[src/include/irq_flag_bank_cfg.svh]
/*
  constants of the interrupt flag bank: register offsets, implemented-bit
  masks, reset values and flag bit positions.
  assumes a byte-addressed 8-bit register port carrying 16-bit data.
*/
`ifndef IRQ_FLAG_BANK_CFG_SVH
`define IRQ_FLAG_BANK_CFG_SVH

// register offsets
`define OFS_FLAGS0 8'h00
`define OFS_FLAGS1 8'h04
`define OFS_FLAGS2 8'h08
`define OFS_ENABLE0 8'h0c
`define OFS_ENABLE1 8'h10
`define OFS_ENABLE2 8'h14
`define OFS_POLARITY 8'h18
`define OFS_PENDING 8'h1c

// implemented bits of each flag (and enable) register and of the polarity register
`define IMPL_FLAGS0 16'hbfef
`define IMPL_FLAGS1 16'hfa1f
`define IMPL_FLAGS2 16'h0023
`define IMPL_POLARITY 16'h0007

// reset values
`define RST_FLAGS 16'h0000
`define RST_ENABLE 16'h0000
`define RST_POLARITY 16'h0000

// flag register 0 positions
`define BIT_MEMORY_OP_DONE 15
`define BIT_CONVERSION_DONE 13
`define BIT_SERIAL_A_TX 12
`define BIT_SERIAL_A_RX 11
`define BIT_SYNC_SERIAL_A_EVENT 10
`define BIT_SYNC_SERIAL_A_FAULT 9
`define BIT_TIMER_C 8
`define BIT_TIMER_B 7
`define BIT_COMPARE_CH_B 6
`define BIT_CAPTURE_CH_B 5
`define BIT_TIMER_A 3
`define BIT_COMPARE_CH_A 2
`define BIT_CAPTURE_CH_A 1
`define BIT_EXT_PIN_A 0

// flag register 1 positions
`define BIT_SERIAL_B_TX 15
`define BIT_SERIAL_B_RX 14
`define BIT_EXT_PIN_C 13
`define BIT_TIMER_E 12
`define BIT_TIMER_D 11
`define BIT_COMPARE_CH_C 9
`define BIT_EXT_PIN_B 4
`define BIT_PIN_CHANGE 3
`define BIT_COMPARATOR 2
`define BIT_TWO_WIRE_A_MASTER 1
`define BIT_TWO_WIRE_A_SLAVE 0

// flag register 2 positions
`define BIT_CAPTURE_CH_C 5
`define BIT_SYNC_SERIAL_B_EVENT 1
`define BIT_SYNC_SERIAL_B_FAULT 0

// polarity register positions
`define BIT_EXT_PIN_A_POLARITY 0
`define BIT_EXT_PIN_B_POLARITY 1
`define BIT_EXT_PIN_C_POLARITY 2

`endif

[src/include/irq_flag_bank_pkg.sv]
/*
  types shared by the interrupt flag bank.
  assumes irq_flag_bank_cfg.svh supplies the numeric constants.
*/
package irq_flag_bank_pkg;
  typedef logic [15:0] reg_word_t;
  typedef logic [7:0] reg_addr_t;
  typedef logic [47:0] flag_vec_t;
endpackage

[src/logic/edge_catch.sv]
/*
  edge catcher: optional synchroniser, then one pulse per selected edge.
  assumes level_i is synchronous when STAGES is 0, asynchronous otherwise.
*/
`timescale 1ns/100ps
module edge_catch #(
  parameter int STAGES = 0
) (
  input wire logic clk_i,
  input wire logic nrst_i,
  input wire logic level_i,
  input wire logic falling_i,
  output logic pulse_o
);
  wire [STAGES:0] pipe;
  logic prev;
  wire level = pipe[STAGES];

  generate
    if (STAGES == 1) begin : g_bad
      $error("edge_catch: STAGES must be 0 or at least 2");
    end
    if (STAGES > 1) begin : g_sync
      logic [STAGES-1:0] stage;
      always_ff @(posedge clk_i or negedge nrst_i) begin
        if (!nrst_i) begin
          stage <= '0;
        end else begin
          stage <= {stage[STAGES-2:0], level_i};
        end
      end
      assign pipe[STAGES:1] = stage;
    end
  endgenerate

  assign pipe[0] = level_i;

  always_ff @(posedge clk_i or negedge nrst_i) begin
    if (!nrst_i) begin
      prev <= 1'b0;
    end else begin
      prev <= level;
    end
  end

  assign pulse_o = falling_i ? (prev & ~level) : (level & ~prev);
endmodule

[src/logic/interrupt_flag_status_bank.sv]
/*
  interrupt flag status bank: three 16-bit flag registers set by peripheral
  and external-pin events, with enable and polarity registers and one
  level interrupt request.
  assumes peripheral request lines run on clk_i; external pins are
  asynchronous; the register master never issues read and write together.
*/
// Strobed register access and the address map were decided locally.
`timescale 1ns/100ps
`include "irq_flag_bank_cfg.svh"
module interrupt_flag_status_bank
  import irq_flag_bank_pkg::*;
#(
  parameter int PIN_SYNC_STAGES = 2
) (
  input wire logic clk_i,
  input wire logic nrst_i,
  // register port
  input wire logic [7:0] addr_i,
  input wire logic [15:0] wdata_i,
  input wire logic wr_i,
  input wire logic rd_i,
  output logic [15:0] rdata_o,
  // peripheral request lines
  input wire logic memory_op_done_i,
  input wire logic conversion_done_i,
  input wire logic serial_a_tx_i,
  input wire logic serial_a_rx_i,
  input wire logic sync_serial_a_event_i,
  input wire logic sync_serial_a_fault_i,
  input wire logic timer_c_i,
  input wire logic timer_b_i,
  input wire logic compare_ch_b_i,
  input wire logic capture_ch_b_i,
  input wire logic timer_a_i,
  input wire logic compare_ch_a_i,
  input wire logic capture_ch_a_i,
  input wire logic serial_b_tx_i,
  input wire logic serial_b_rx_i,
  input wire logic timer_e_i,
  input wire logic timer_d_i,
  input wire logic compare_ch_c_i,
  input wire logic pin_change_i,
  input wire logic comparator_i,
  input wire logic two_wire_a_master_i,
  input wire logic two_wire_a_slave_i,
  input wire logic capture_ch_c_i,
  input wire logic sync_serial_b_event_i,
  input wire logic sync_serial_b_fault_i,
  // external interrupt pins
  input wire logic ext_pin_a_i,
  input wire logic ext_pin_b_i,
  input wire logic ext_pin_c_i,
  // towards priority and vectoring logic
  output logic [47:0] pending_o,
  output logic irq_o
);
  localparam flag_vec_t IMPL = {`IMPL_FLAGS2, `IMPL_FLAGS1, `IMPL_FLAGS0};
  localparam int PIN_A = `BIT_EXT_PIN_A;
  localparam int PIN_B = 16 + `BIT_EXT_PIN_B;
  localparam int PIN_C = 16 + `BIT_EXT_PIN_C;

  generate
    if (PIN_SYNC_STAGES < 2) begin : g_bad_sync
      $error("interrupt_flag_status_bank: PIN_SYNC_STAGES below 2");
    end
    if (!IMPL[PIN_A] || !IMPL[PIN_B] || !IMPL[PIN_C]) begin : g_bad_pins
      $error("interrupt_flag_status_bank: pin flags outside implemented bits");
    end
  endgenerate

  // register state
  reg_word_t flags0;
  reg_word_t flags1;
  reg_word_t flags2;
  reg_word_t enable0;
  reg_word_t enable1;
  reg_word_t enable2;
  reg_word_t polarity;

  reg_word_t next_flags0;
  reg_word_t next_flags1;
  reg_word_t next_flags2;

  // set path from the request lines
  reg_word_t req0;
  reg_word_t req1;
  reg_word_t req2;

  flag_vec_t req_vec;
  flag_vec_t src_pulse;
  flag_vec_t set_vec;
  flag_vec_t flag_vec;
  flag_vec_t enable_vec;

  logic pin_a_pulse;
  logic pin_b_pulse;
  logic pin_c_pulse;

  // address decode
  wire hit_flags0 = (addr_i == `OFS_FLAGS0);
  wire hit_flags1 = (addr_i == `OFS_FLAGS1);
  wire hit_flags2 = (addr_i == `OFS_FLAGS2);
  wire hit_enable0 = (addr_i == `OFS_ENABLE0);
  wire hit_enable1 = (addr_i == `OFS_ENABLE1);
  wire hit_enable2 = (addr_i == `OFS_ENABLE2);
  wire hit_polarity = (addr_i == `OFS_POLARITY);
  wire hit_pending = (addr_i == `OFS_PENDING);

  // register write strobes
  wire wr_flags0 = wr_i & hit_flags0;
  wire wr_flags1 = wr_i & hit_flags1;
  wire wr_flags2 = wr_i & hit_flags2;
  wire wr_enable0 = wr_i & hit_enable0;
  wire wr_enable1 = wr_i & hit_enable1;
  wire wr_enable2 = wr_i & hit_enable2;
  wire wr_polarity = wr_i & hit_polarity;

  // gather request lines at their flag positions
  always_comb begin
    req0 = '0;
    req0[`BIT_MEMORY_OP_DONE] = memory_op_done_i;
    req0[`BIT_CONVERSION_DONE] = conversion_done_i;
    req0[`BIT_SERIAL_A_TX] = serial_a_tx_i;
    req0[`BIT_SERIAL_A_RX] = serial_a_rx_i;
    req0[`BIT_SYNC_SERIAL_A_EVENT] = sync_serial_a_event_i;
    req0[`BIT_SYNC_SERIAL_A_FAULT] = sync_serial_a_fault_i;
    req0[`BIT_TIMER_C] = timer_c_i;
    req0[`BIT_TIMER_B] = timer_b_i;
    req0[`BIT_COMPARE_CH_B] = compare_ch_b_i;
    req0[`BIT_CAPTURE_CH_B] = capture_ch_b_i;
    req0[`BIT_TIMER_A] = timer_a_i;
    req0[`BIT_COMPARE_CH_A] = compare_ch_a_i;
    req0[`BIT_CAPTURE_CH_A] = capture_ch_a_i;
  end

  always_comb begin
    req1 = '0;
    req1[`BIT_SERIAL_B_TX] = serial_b_tx_i;
    req1[`BIT_SERIAL_B_RX] = serial_b_rx_i;
    req1[`BIT_TIMER_E] = timer_e_i;
    req1[`BIT_TIMER_D] = timer_d_i;
    req1[`BIT_COMPARE_CH_C] = compare_ch_c_i;
    req1[`BIT_PIN_CHANGE] = pin_change_i;
    req1[`BIT_COMPARATOR] = comparator_i;
    req1[`BIT_TWO_WIRE_A_MASTER] = two_wire_a_master_i;
    req1[`BIT_TWO_WIRE_A_SLAVE] = two_wire_a_slave_i;
  end

  always_comb begin
    req2 = '0;
    req2[`BIT_CAPTURE_CH_C] = capture_ch_c_i;
    req2[`BIT_SYNC_SERIAL_B_EVENT] = sync_serial_b_event_i;
    req2[`BIT_SYNC_SERIAL_B_FAULT] = sync_serial_b_fault_i;
  end

  assign req_vec = {req2, req1, req0};

  // one rising-edge catcher per implemented peripheral source
  // history resets low, so a line already high at release counts as one event
  genvar g;
  generate
    for (g = 0; g < 48; g++) begin : g_src
      if (IMPL[g] && g != PIN_A && g != PIN_B && g != PIN_C) begin : g_edge
        edge_catch #(
          .STAGES(0)
        ) u_src (
          .clk_i(clk_i),
          .nrst_i(nrst_i),
          .level_i(req_vec[g]),
          .falling_i(1'b0),
          .pulse_o(src_pulse[g])
        );
      end else begin : g_none
        assign src_pulse[g] = 1'b0;
      end
    end
  endgenerate

  // external pins: synchronised, edge chosen by polarity
  edge_catch #(
    .STAGES(PIN_SYNC_STAGES)
  ) u_pin_a (
    .clk_i(clk_i),
    .nrst_i(nrst_i),
    .level_i(ext_pin_a_i),
    .falling_i(polarity[`BIT_EXT_PIN_A_POLARITY]),
    .pulse_o(pin_a_pulse)
  );

  edge_catch #(
    .STAGES(PIN_SYNC_STAGES)
  ) u_pin_b (
    .clk_i(clk_i),
    .nrst_i(nrst_i),
    .level_i(ext_pin_b_i),
    .falling_i(polarity[`BIT_EXT_PIN_B_POLARITY]),
    .pulse_o(pin_b_pulse)
  );

  edge_catch #(
    .STAGES(PIN_SYNC_STAGES)
  ) u_pin_c (
    .clk_i(clk_i),
    .nrst_i(nrst_i),
    .level_i(ext_pin_c_i),
    .falling_i(polarity[`BIT_EXT_PIN_C_POLARITY]),
    .pulse_o(pin_c_pulse)
  );

  // pins take their own slots in the set vector
  always_comb begin
    set_vec = src_pulse;
    set_vec[PIN_A] = pin_a_pulse;
    set_vec[PIN_B] = pin_b_pulse;
    set_vec[PIN_C] = pin_c_pulse;
    set_vec = set_vec & IMPL;
  end

  // software value applies, then hardware sets win over a written 0
  wire reg_word_t sw_flags0 = wr_flags0 ? wdata_i : flags0;
  wire reg_word_t sw_flags1 = wr_flags1 ? wdata_i : flags1;
  wire reg_word_t sw_flags2 = wr_flags2 ? wdata_i : flags2;
  wire reg_word_t hw_set0 = set_vec[15:0];
  wire reg_word_t hw_set1 = set_vec[31:16];
  wire reg_word_t hw_set2 = set_vec[47:32];

  assign next_flags0 = (sw_flags0 | hw_set0) & `IMPL_FLAGS0;
  assign next_flags1 = (sw_flags1 | hw_set1) & `IMPL_FLAGS1;
  assign next_flags2 = (sw_flags2 | hw_set2) & `IMPL_FLAGS2;

  // flag registers
  always_ff @(posedge clk_i or negedge nrst_i) begin
    if (!nrst_i) begin
      flags0 <= `RST_FLAGS;
    end else begin
      flags0 <= next_flags0;
    end
  end

  always_ff @(posedge clk_i or negedge nrst_i) begin
    if (!nrst_i) begin
      flags1 <= `RST_FLAGS;
    end else begin
      flags1 <= next_flags1;
    end
  end

  always_ff @(posedge clk_i or negedge nrst_i) begin
    if (!nrst_i) begin
      flags2 <= `RST_FLAGS;
    end else begin
      flags2 <= next_flags2;
    end
  end

  // enable and polarity registers, written by software only
  always_ff @(posedge clk_i or negedge nrst_i) begin
    if (!nrst_i) begin
      enable0 <= `RST_ENABLE;
    end else if (wr_enable0) begin
      enable0 <= wdata_i & `IMPL_FLAGS0;
    end
  end

  always_ff @(posedge clk_i or negedge nrst_i) begin
    if (!nrst_i) begin
      enable1 <= `RST_ENABLE;
    end else if (wr_enable1) begin
      enable1 <= wdata_i & `IMPL_FLAGS1;
    end
  end

  always_ff @(posedge clk_i or negedge nrst_i) begin
    if (!nrst_i) begin
      enable2 <= `RST_ENABLE;
    end else if (wr_enable2) begin
      enable2 <= wdata_i & `IMPL_FLAGS2;
    end
  end

  always_ff @(posedge clk_i or negedge nrst_i) begin
    if (!nrst_i) begin
      polarity <= `RST_POLARITY;
    end else if (wr_polarity) begin
      polarity <= wdata_i & `IMPL_POLARITY;
    end
  end

  // flag and enable words seen by the vectoring logic

  assign flag_vec = {flags2, flags1, flags0};
  assign enable_vec = {enable2, enable1, enable0};
  assign pending_o = flag_vec & enable_vec;
  assign irq_o = |pending_o;

  // summary register: bit 0 mirrors the request line
  wire reg_word_t summary = {15'h0, irq_o};

  // read mux, unmapped addresses read zero
  reg_word_t rd_mux;
  always_comb begin
    if (hit_flags0) begin
      rd_mux = flags0;
    end else if (hit_flags1) begin
      rd_mux = flags1;
    end else if (hit_flags2) begin
      rd_mux = flags2;
    end else if (hit_enable0) begin
      rd_mux = enable0;
    end else if (hit_enable1) begin
      rd_mux = enable1;
    end else if (hit_enable2) begin
      rd_mux = enable2;
    end else if (hit_polarity) begin
      rd_mux = polarity;
    end else if (hit_pending) begin
      rd_mux = summary;
    end else begin
      rd_mux = 16'h0000;
    end
  end

  // read data stand only in the cycle after the strobe
  wire reg_word_t rd_next = rd_i ? rd_mux : 16'h0000;
  always_ff @(posedge clk_i or negedge nrst_i) begin
    if (!nrst_i) begin
      rdata_o <= 16'h0000;
    end else begin
      rdata_o <= rd_next;
    end
  end
endmodule

[config.mk]
export PLATFORM = sky130hd
export DESIGN_NAME = interrupt_flag_status_bank
export DESIGN_NICKNAME = d
export VERILOG_FILES = /design/src/include/irq_flag_bank_pkg.sv /design/src/logic/edge_catch.sv /design/src/logic/interrupt_flag_status_bank.sv
export VERILOG_INCLUDE_DIRS = /design/src /design/src/include
export SDC_FILE = /design/constraint.sdc
export NUM_CORES = 1
export LEC_CHECK = 0
export BUFFER_PORTS_ARGS = -buffer_cell sky130_fd_sc_hd__buf_2
export CAP_MARGIN = 30
export CORE_MARGIN = 1
export CORE_UTILIZATION = 53
export DETAILED_ROUTE_END_ITERATION = 10
export PLACE_DENSITY = 0.85
export SYNTH_ARGS = -nofsm -noshare
export SYNTH_HDL_FRONTEND = slang
export SYNTH_SLANG_ARGS = --single-unit
[constraint.sdc]
create_clock -name clk_i -period 2 [get_ports clk_i]
set_input_delay 0.1 -clock clk_i [delete_from_list [all_inputs] [get_ports clk_i]]
set_output_delay 0.1 -clock clk_i [all_outputs]
set_load 0.02 [all_outputs]
==> run_results.csv, run 1 <==
group,metric,value,unit
place,gp_congestion,0.903,
routing,routed_wl,12800,um
routing,dr.pass1.iters,10,
sta,setup_ws,-0.181,ns
routing,routedWlPerCell,18.0,um
yosys,synthCells,434,
setup_path,crit_type,"reg2out",
floorplan,floorplan.rows,34,
layout,final_area,6230,um^2
routing,drt-vias-per-instance,5.56,
clocking,cts_tree,"yes",
routing,postRouteAntennaNets,0,
clocking,clk_path_buf_depth,2,
place,dpl.cell_count,649,
yosys,synthTopCellsByCount,"dfrtp_1 (109), nor2_1 (49), inv_1 (30), and2_1 (29)",
routing,drcViolationCount,18,
grt,grt-ovfl-total,0,
yosys,synth_most_common_cell,"dfrtp_1",
layout,insertedDiodeCount,0,
place,dpl-instance-area,5530,um^2
setup_path,path_cells,"and2_4, or4_4, nor4_4, nand2_1, buf_6",
sta,fmax,0.459,GHz
sta,hold_viol,0,
yosys,synth_cell_types,49,
floorplan,ios,121,
clocking,clock_latency,0.38,ns
grt,grt_first_pass_wirelength,20500,um
sta,finClkSkew,0.0109,ns
yosys,synth-main-ff-cell,"dfrtp_1",
layout,register_area,2730,um^2
setup_path,worst_setup_path_start_kind,"flop",
layout,drive_above_1_share,0.320,
clocking,clkSinkCount,109,
yosys,synth_area_leader_cell,"dfrtp_1",
grt,antenna_found_initial,0,
layout,area_growth_syn_to_layout,28.1,%
hold_path,min_from,"wdata_i[5]",
sta,holdWs,0.0190,ns
clocking,cts_buffers,9,
place,dp_hpwl,8970,um
floorplan,core,8810,um^2
outcome,status,"complete, but fails checks",
floorplan,fp.dieW,97.8,um
setup_path,path_max_fanout,2,
routing,drt_iter0_drc,256,
place,place_ws,-0.0636,ns
layout,multiInputGateArea,1880,um^2
setup_path,critPathTopFamily,"simple AND/OR/NAND/NOR gates",
yosys,synth_area,4860,um^2
setup_path,endpoint_kind,"output port",
clocking,clk_pin_slew,0.11,ns
yosys,async_flop_share,1.00,
floorplan,start_util,0.552,
setup_path,rr_startpoint,"flags0[8]$_DFF_PN0_",
hold_path,min_path_type,"in2reg",
yosys,ys_seq_area_frac,0.561,
layout,fillers,599,
power_and_ir_drop,powerDensity,681,nW/um^2
sta,period_share,1.09,
layout,finalNetCount,654,
outcome,violations,"DRC, setup timing",
grt,grt_max_degree,44,
floorplan,die_h,97.8,um
sta,rsz0062_at_grt,"true",
yosys,synth_top_cell_area_share,0.561,
yosys,ys_seq_elements,109,
clocking,root_buffer,"clkbuf_8",
sta,setup_violations,1,
grt,grt_pass1_vias,4068,
layout,final_cells,711,
setup_path,slowest_delay,0.55,ns
setup_path,worst-path-buf-inv,1,
sta,slew_viol_final,0,
setup_path,critPathLaunch,"flags0[8]$_DFF_PN0_",
sta,period_minus_slack,2.18,ns
place,io_buffer_count,100,
run,maxCapViolations,0,
clocking,h-tree-depth,3,
power_and_ir_drop,irDropWorstVdd,474,uV
yosys,synth_edf_count,0,
yosys,synthTopCellsByArea,"dfrtp_1 (56%), mux2_4 (5.3%), nor2_1 (3.8%)",
yosys,ys.warnings.count,0,
routing,vias,3951,
setup_path,critPathArrivalTime,2.08,ns
yosys,avgSynthCellArea,11.2,um^2
power_and_ir_drop,power_leakage,3.22,nW
setup_path,slowest_stage,"or4_4",
setup_path,cp.required,1.90,ns
floorplan,dieArea,9560,um^2
grt,grtUsageTotal,0.281,
==> cell families (layout without fill, tap and decap cells) <==
family / count (synthesis) / count (layout) / synth area share
AOI/OAI and AO/OA: 78 / 78 / 0.101
buffers and inverters: 66 / 216 / 0.0759
muxes: 48 / 48 / 0.120
other: 1 / 20 / 0.000771
and+or+nand+nor: 132 / 132 / 0.141
DFF: 109 / 109 / 0.561
==> worst paths after layout <==
path                       slack [ns]                                 to  cells past startpoint
min                              0.02                flags2[5]$_DFF_PN0_                      3
max                             -0.18                              irq_o                      5
max in group asynchronous        1.14             enable2[0]$_DFFE_PN0P_                      3
min reg2reg                      0.36  u_pin_a.g_sync.stage[1]$_DFF_PN0_                      0
min in group asynchronous        0.17  u_pin_c.g_sync.stage[0]$_DFF_PN0_                      2
max reg2reg                      0.05               rdata_o[0]$_DFF_PN0_                      6
==> stage by stage <==
step	util	total power, mW	setup TNS, ns
after detailed placement	0.628	2.83	-0.0636
after global placement	0.628	2.81	0
after CTS	0.704	4.26	-0.192
after floorplan	-	2.62	0
final	0.707	4.24	-0.181
after global routing	0.707	4.38	-0.232
==> per-layer routing <==
metal | global-route usage | vias to the layer above | wire (um)
li1 | - | 1771 | -
met1 | 0.358 | 1935 | 5150
met2 | 0.470 | 208 | 6330
met3 | 0.0644 | 37 | 959
met4 | 0.111 | 0 | 375
met5 | 0 | - | 0
==> final cells by class <==
type,instances,share of cell area
Sequential cell,109,0.438
Inverter,31,0.0187
Multi-Input combinational cell,278,0.301
Clock buffer,10,0.0221
Tap cell,108,0.0217
Timing Repair Buffer,169,0.187
Clock inverter,6,0.0109
==> layout by cell type, fill, tap and decap left out, drive strengths merged, types with 2 or more instances in the layout <==
master,instances
buf,129
dfrtp,109
nor2,49
dlygate4sd3,40
inv,32
mux2,31
and2,30
nand2,24
o21ai,22
conb,20
mux2i,17
a21oi,17
o22ai,13
clkbuf,10
a22oi,8
nor4,6
or4,5
clkinv,5
nor3,4
nand3,4
o211ai,3
o21bai,3
o32a,2
nor2b,2
and3,2
o211a,2
==> sequential cells by signal, indices dropped and copies added, names as in the netlist <==
signal / flops
rdata_o: 16
flags2: 3
u_pin_a.prev: 1
flags1: 11
enable1: 11
u_pin_a.g_sync.stage: 2
enable0: 14
u_pin_c.prev: 1
enable2: 3
flags0: 14
g_src.g_edge.u_src.prev: 25
u_pin_b.prev: 1
polarity: 3
u_pin_c.g_sync.stage: 2
u_pin_b.g_sync.stage: 2
==> where the power goes <==
part	internal, mW	leakage, nW	switching, mW
Clock	0.522	0.103	0.811
Combinational	0.264	1.83	0.330
Sequential	2.27	1.29	0.0406
Total	3.06	3.22	1.18
==> worst min-delay path, delay by kind of cell <==
family                 cells  cell delay [ns]
multiplexers               1             0.07
buffers and inverters      1             0.13
AO/OA/AOI/OAI              1             0.06
==> repair_timing <==
| action | in CTS | in global routing |
|---|---|---|
| hold buffers | 40 | 0 |
| resized for setup | 10 | 3 |
| setup endpoints to repair | 2 | 1 |
| endpoints found under the hold margin | 103 | 0 |
| buffers inserted | 4 | 2 |
| pin swaps | 2 | 3 |
Note: power is estimated with default switching activity, not from simulation.
==> run 2: changes to the inputs <==
--- a/config.mk
+++ b/config.mk
@@ -12,6 +12,7 @@
 export CORE_UTILIZATION = 53
 export DETAILED_ROUTE_END_ITERATION = 10
 export PLACE_DENSITY = 0.85
+export RECOVER_POWER = 100
 export SYNTH_ARGS = -nofsm -noshare
 export SYNTH_HDL_FRONTEND = slang
 export SYNTH_SLANG_ARGS = --single-unit
==> run 2 against run 1 <==
Sequential power hardly changed. Combinational power is 4.9% lower. Routed wire length hardly changed. Largest power group unchanged. Register-to-register slack hardly changed. Total power is 0.72% lower. Worst setup slack worse by 0.0072 ns. Cell count stayed put. Clock power hardly changed. Die area stayed put. Sequential share of layout area is 1.5 points higher. First-iteration DRC count is 7.4% higher. The flow finishes with violations (DRC, capacitance limit, slew limit, setup timing). Highest routed layer unchanged. Clock skew is 0.0014 ns higher.
==> run_results.csv, run 2 (synthesized netlist as in run 1, its figures left out) <==
group,metric,value,unit
outcome,status,"complete, but fails checks",
outcome,violations,"DRC, capacitance limit, slew limit, setup timing",
clocking,clk_path_buf_depth,2,
sta,fmax,0.457,GHz
hold_path,min_from,"wdata_i[5]",
sta,period_minus_slack,2.19,ns
sta,finClkSkew,0.0123,ns
layout,final_cells,711,
routing,vias,3928,
hold_path,holdPathStages,2,
clocking,cts_buffers,9,
place,dpl.cell_count,649,
place,io_buffer_count,100,
run,maxCapViolations,1,
grt,grt_max_degree,44,
setup_path,critPathArrivalTime,2.09,ns
floorplan,core,8810,um^2
power_and_ir_drop,irDropWorstVdd,471,uV
layout,layout_commonest_cell,"dfrtp_1",
clocking,h-tree-depth,3,
setup_path,path_cells,"and2_4, or4_4, nor4_4, nand2_1, buf_6",
setup_path,endpoint_kind,"output port",
setup_path,path_max_fanout,2,
routing,postRouteAntennaNets,0,
floorplan,start_util,0.552,
place,dpl-instance-area,5530,um^2
sta,slew_viol_final,31,
grt,grt_first_pass_wirelength,20500,um
setup_path,ff2ff_setup_slack,0.04,ns
floorplan,die_h,97.8,um
hold_path,hold_end,"enable0[5]$_DFFE_PN0P_",
layout,fillers,670,
floorplan,floorplan.rows,34,
clocking,clk_pin_slew,0.11,ns
layout,largest_reg_flops,25,
layout,top_register,"g_src.g_edge.u_src.prev",
floorplan,fp.dieW,97.8,um
floorplan,dieArea,9560,um^2
grt,antenna_found_initial,0,
clocking,clkSinkCount,109,
setup_path,slowest_delay,0.55,ns
grt,grtUsageTotal,0.281,
routing,drt-vias-per-instance,5.52,
setup_path,slowest_stage,"or4_4",
layout,final_cell_mix,"dfrtp_1 (109), clkbuf_1 (60), nor2_1 (49)",
routing,routedWlPerCell,18.0,um
setup_path,worst_setup_path_start_kind,"flop",
clocking,clock_latency,0.38,ns
layout,finalNetCount,654,
sta,setup_ws,-0.188,ns
setup_path,crit_type,"reg2out",
layout,final_area,6020,um^2
hold_path,min_path_type,"in2reg",
sta,slew_headroom,-0.0593,
place,dp_hpwl,8970,um
setup_path,rr_startpoint,"flags0[8]$_DFF_PN0_",
power_and_ir_drop,power_leakage,2.92,nW
sta,period_share,1.09,
layout,reg_top3,"g_src.g_edge.u_src.prev: 25 flops, rdata_o: 16 flops",
clocking,root_buffer,"clkbuf_8",
setup_path,rr_worst_depth,6,
sta,setup_violations,1,
setup_path,cp.required,1.90,ns
layout,area_growth_syn_to_layout,23.8,%
routing,routed_wl,12800,um
routing,drcViolationCount,18,
sta,rsz0062_at_grt,"true",
routing,drt_iter0_drc,275,
grt,grt-ovfl-total,0,
setup_path,r2r-end,"rdata_o[0]$_DFF_PN0_",
floorplan,ios,121,
sta,hold_viol,0,
sta,worst_pin_slew,1.59,ns
layout,insertedDiodeCount,0,
place,gp_congestion,0.903,
sta,holdWs,0.0160,ns
clocking,cts_tree,"yes",
grt,grt_pass1_vias,4068,
routing,dr.pass1.iters,8,
layout,drive_above_1_share,0.191,
power_and_ir_drop,powerDensity,699,nW/um^2
==> run 2: routing by layer <==
metal  part of all wire  track usage  vias to the layer above
li1                   -            -                     1766
met1               0.40        0.358                     1926
met2               0.49        0.470                      199
met3              0.075       0.0644                       37
met4              0.031        0.111                        0
met5                  0            0                        -
==> run 2: repair_timing <==
action | 4_1_cts | 5_1_grt
hold buffers | 40 | 0
pin swaps | 2 | 3
setup endpoints to repair | 2 | 1
setup buffers | 4 | 2
cloned | 0 | 0
endpoints found under the hold margin | 103 | 0
gates resized for setup | 10 | 3
==> run 2: critical path: cells and delay by family (launching register included) <==
| kind | cells | cell delay [ns] |
|---|---|---|
| and+or+nand+nor | 4 | 1.14 |
| buffers and inverters | 1 | 0.15 |
| DFF | 1 | 0.41 |
==> run 2: worst max-delay path by stage <==
stage / to / cells after the start / slack [ns] / from
global route: irq_o / 5 / -0.23 / flags0[8]$_DFF_PN0_
finish: irq_o / 5 / -0.19 / flags0[8]$_DFF_PN0_
global placement: rdata_o[0]$_DFF_PN0_ / 5 / 0.02 / flags0[2]$_DFF_PN0_
CTS: irq_o / 5 / -0.19 / flags0[9]$_DFF_PN0_
floorplan: rdata_o[0]$_DFF_PN0_ / 5 / 0.14 / flags0[2]$_DFF_PN0_
detailed placement: rdata_o[0]$_DFF_PN0_ / 5 / -0.06 / flags0[7]$_DFF_PN0_
==> run 2: per-stage QoR <==
| stage | setup WS, ns | utilization | total power [mW] | TNS, ns |
|---|---|---|---|---|
| after floorplan | 0.141 | - | 2.62 | 0 |
| after global placement | 0.0235 | 0.628 | 2.81 | 0 |
| after detailed placement | -0.0636 | 0.628 | 2.83 | -0.0636 |
| after CTS | -0.192 | 0.704 | 4.26 | -0.192 |
| after global routing | -0.232 | 0.683 | 4.34 | -3.79 |
| final | -0.188 | 0.683 | 4.21 | -0.188 |
==> run 2: area by class of cell <==
cell class              instances  area, um^2  share of cell area
flip-flops and latches        109        2730               0.453
multi-input cells             278        1800               0.299
repair buffers                169        1030               0.171
clock buffers                  10         138              0.0229
well taps                     108         135              0.0225
inverters                      31         116              0.0193
clock inverters                 6        67.6              0.0112
==> run 2: power by group <==
| part | internal [mW] | switching (mW) | total, mW |
|---|---|---|---|
| logic | 0.235 | 0.330 | 0.565 |
| registers | 2.27 | 0.0399 | 2.31 |
| clock network | 0.522 | 0.811 | 1.33 |
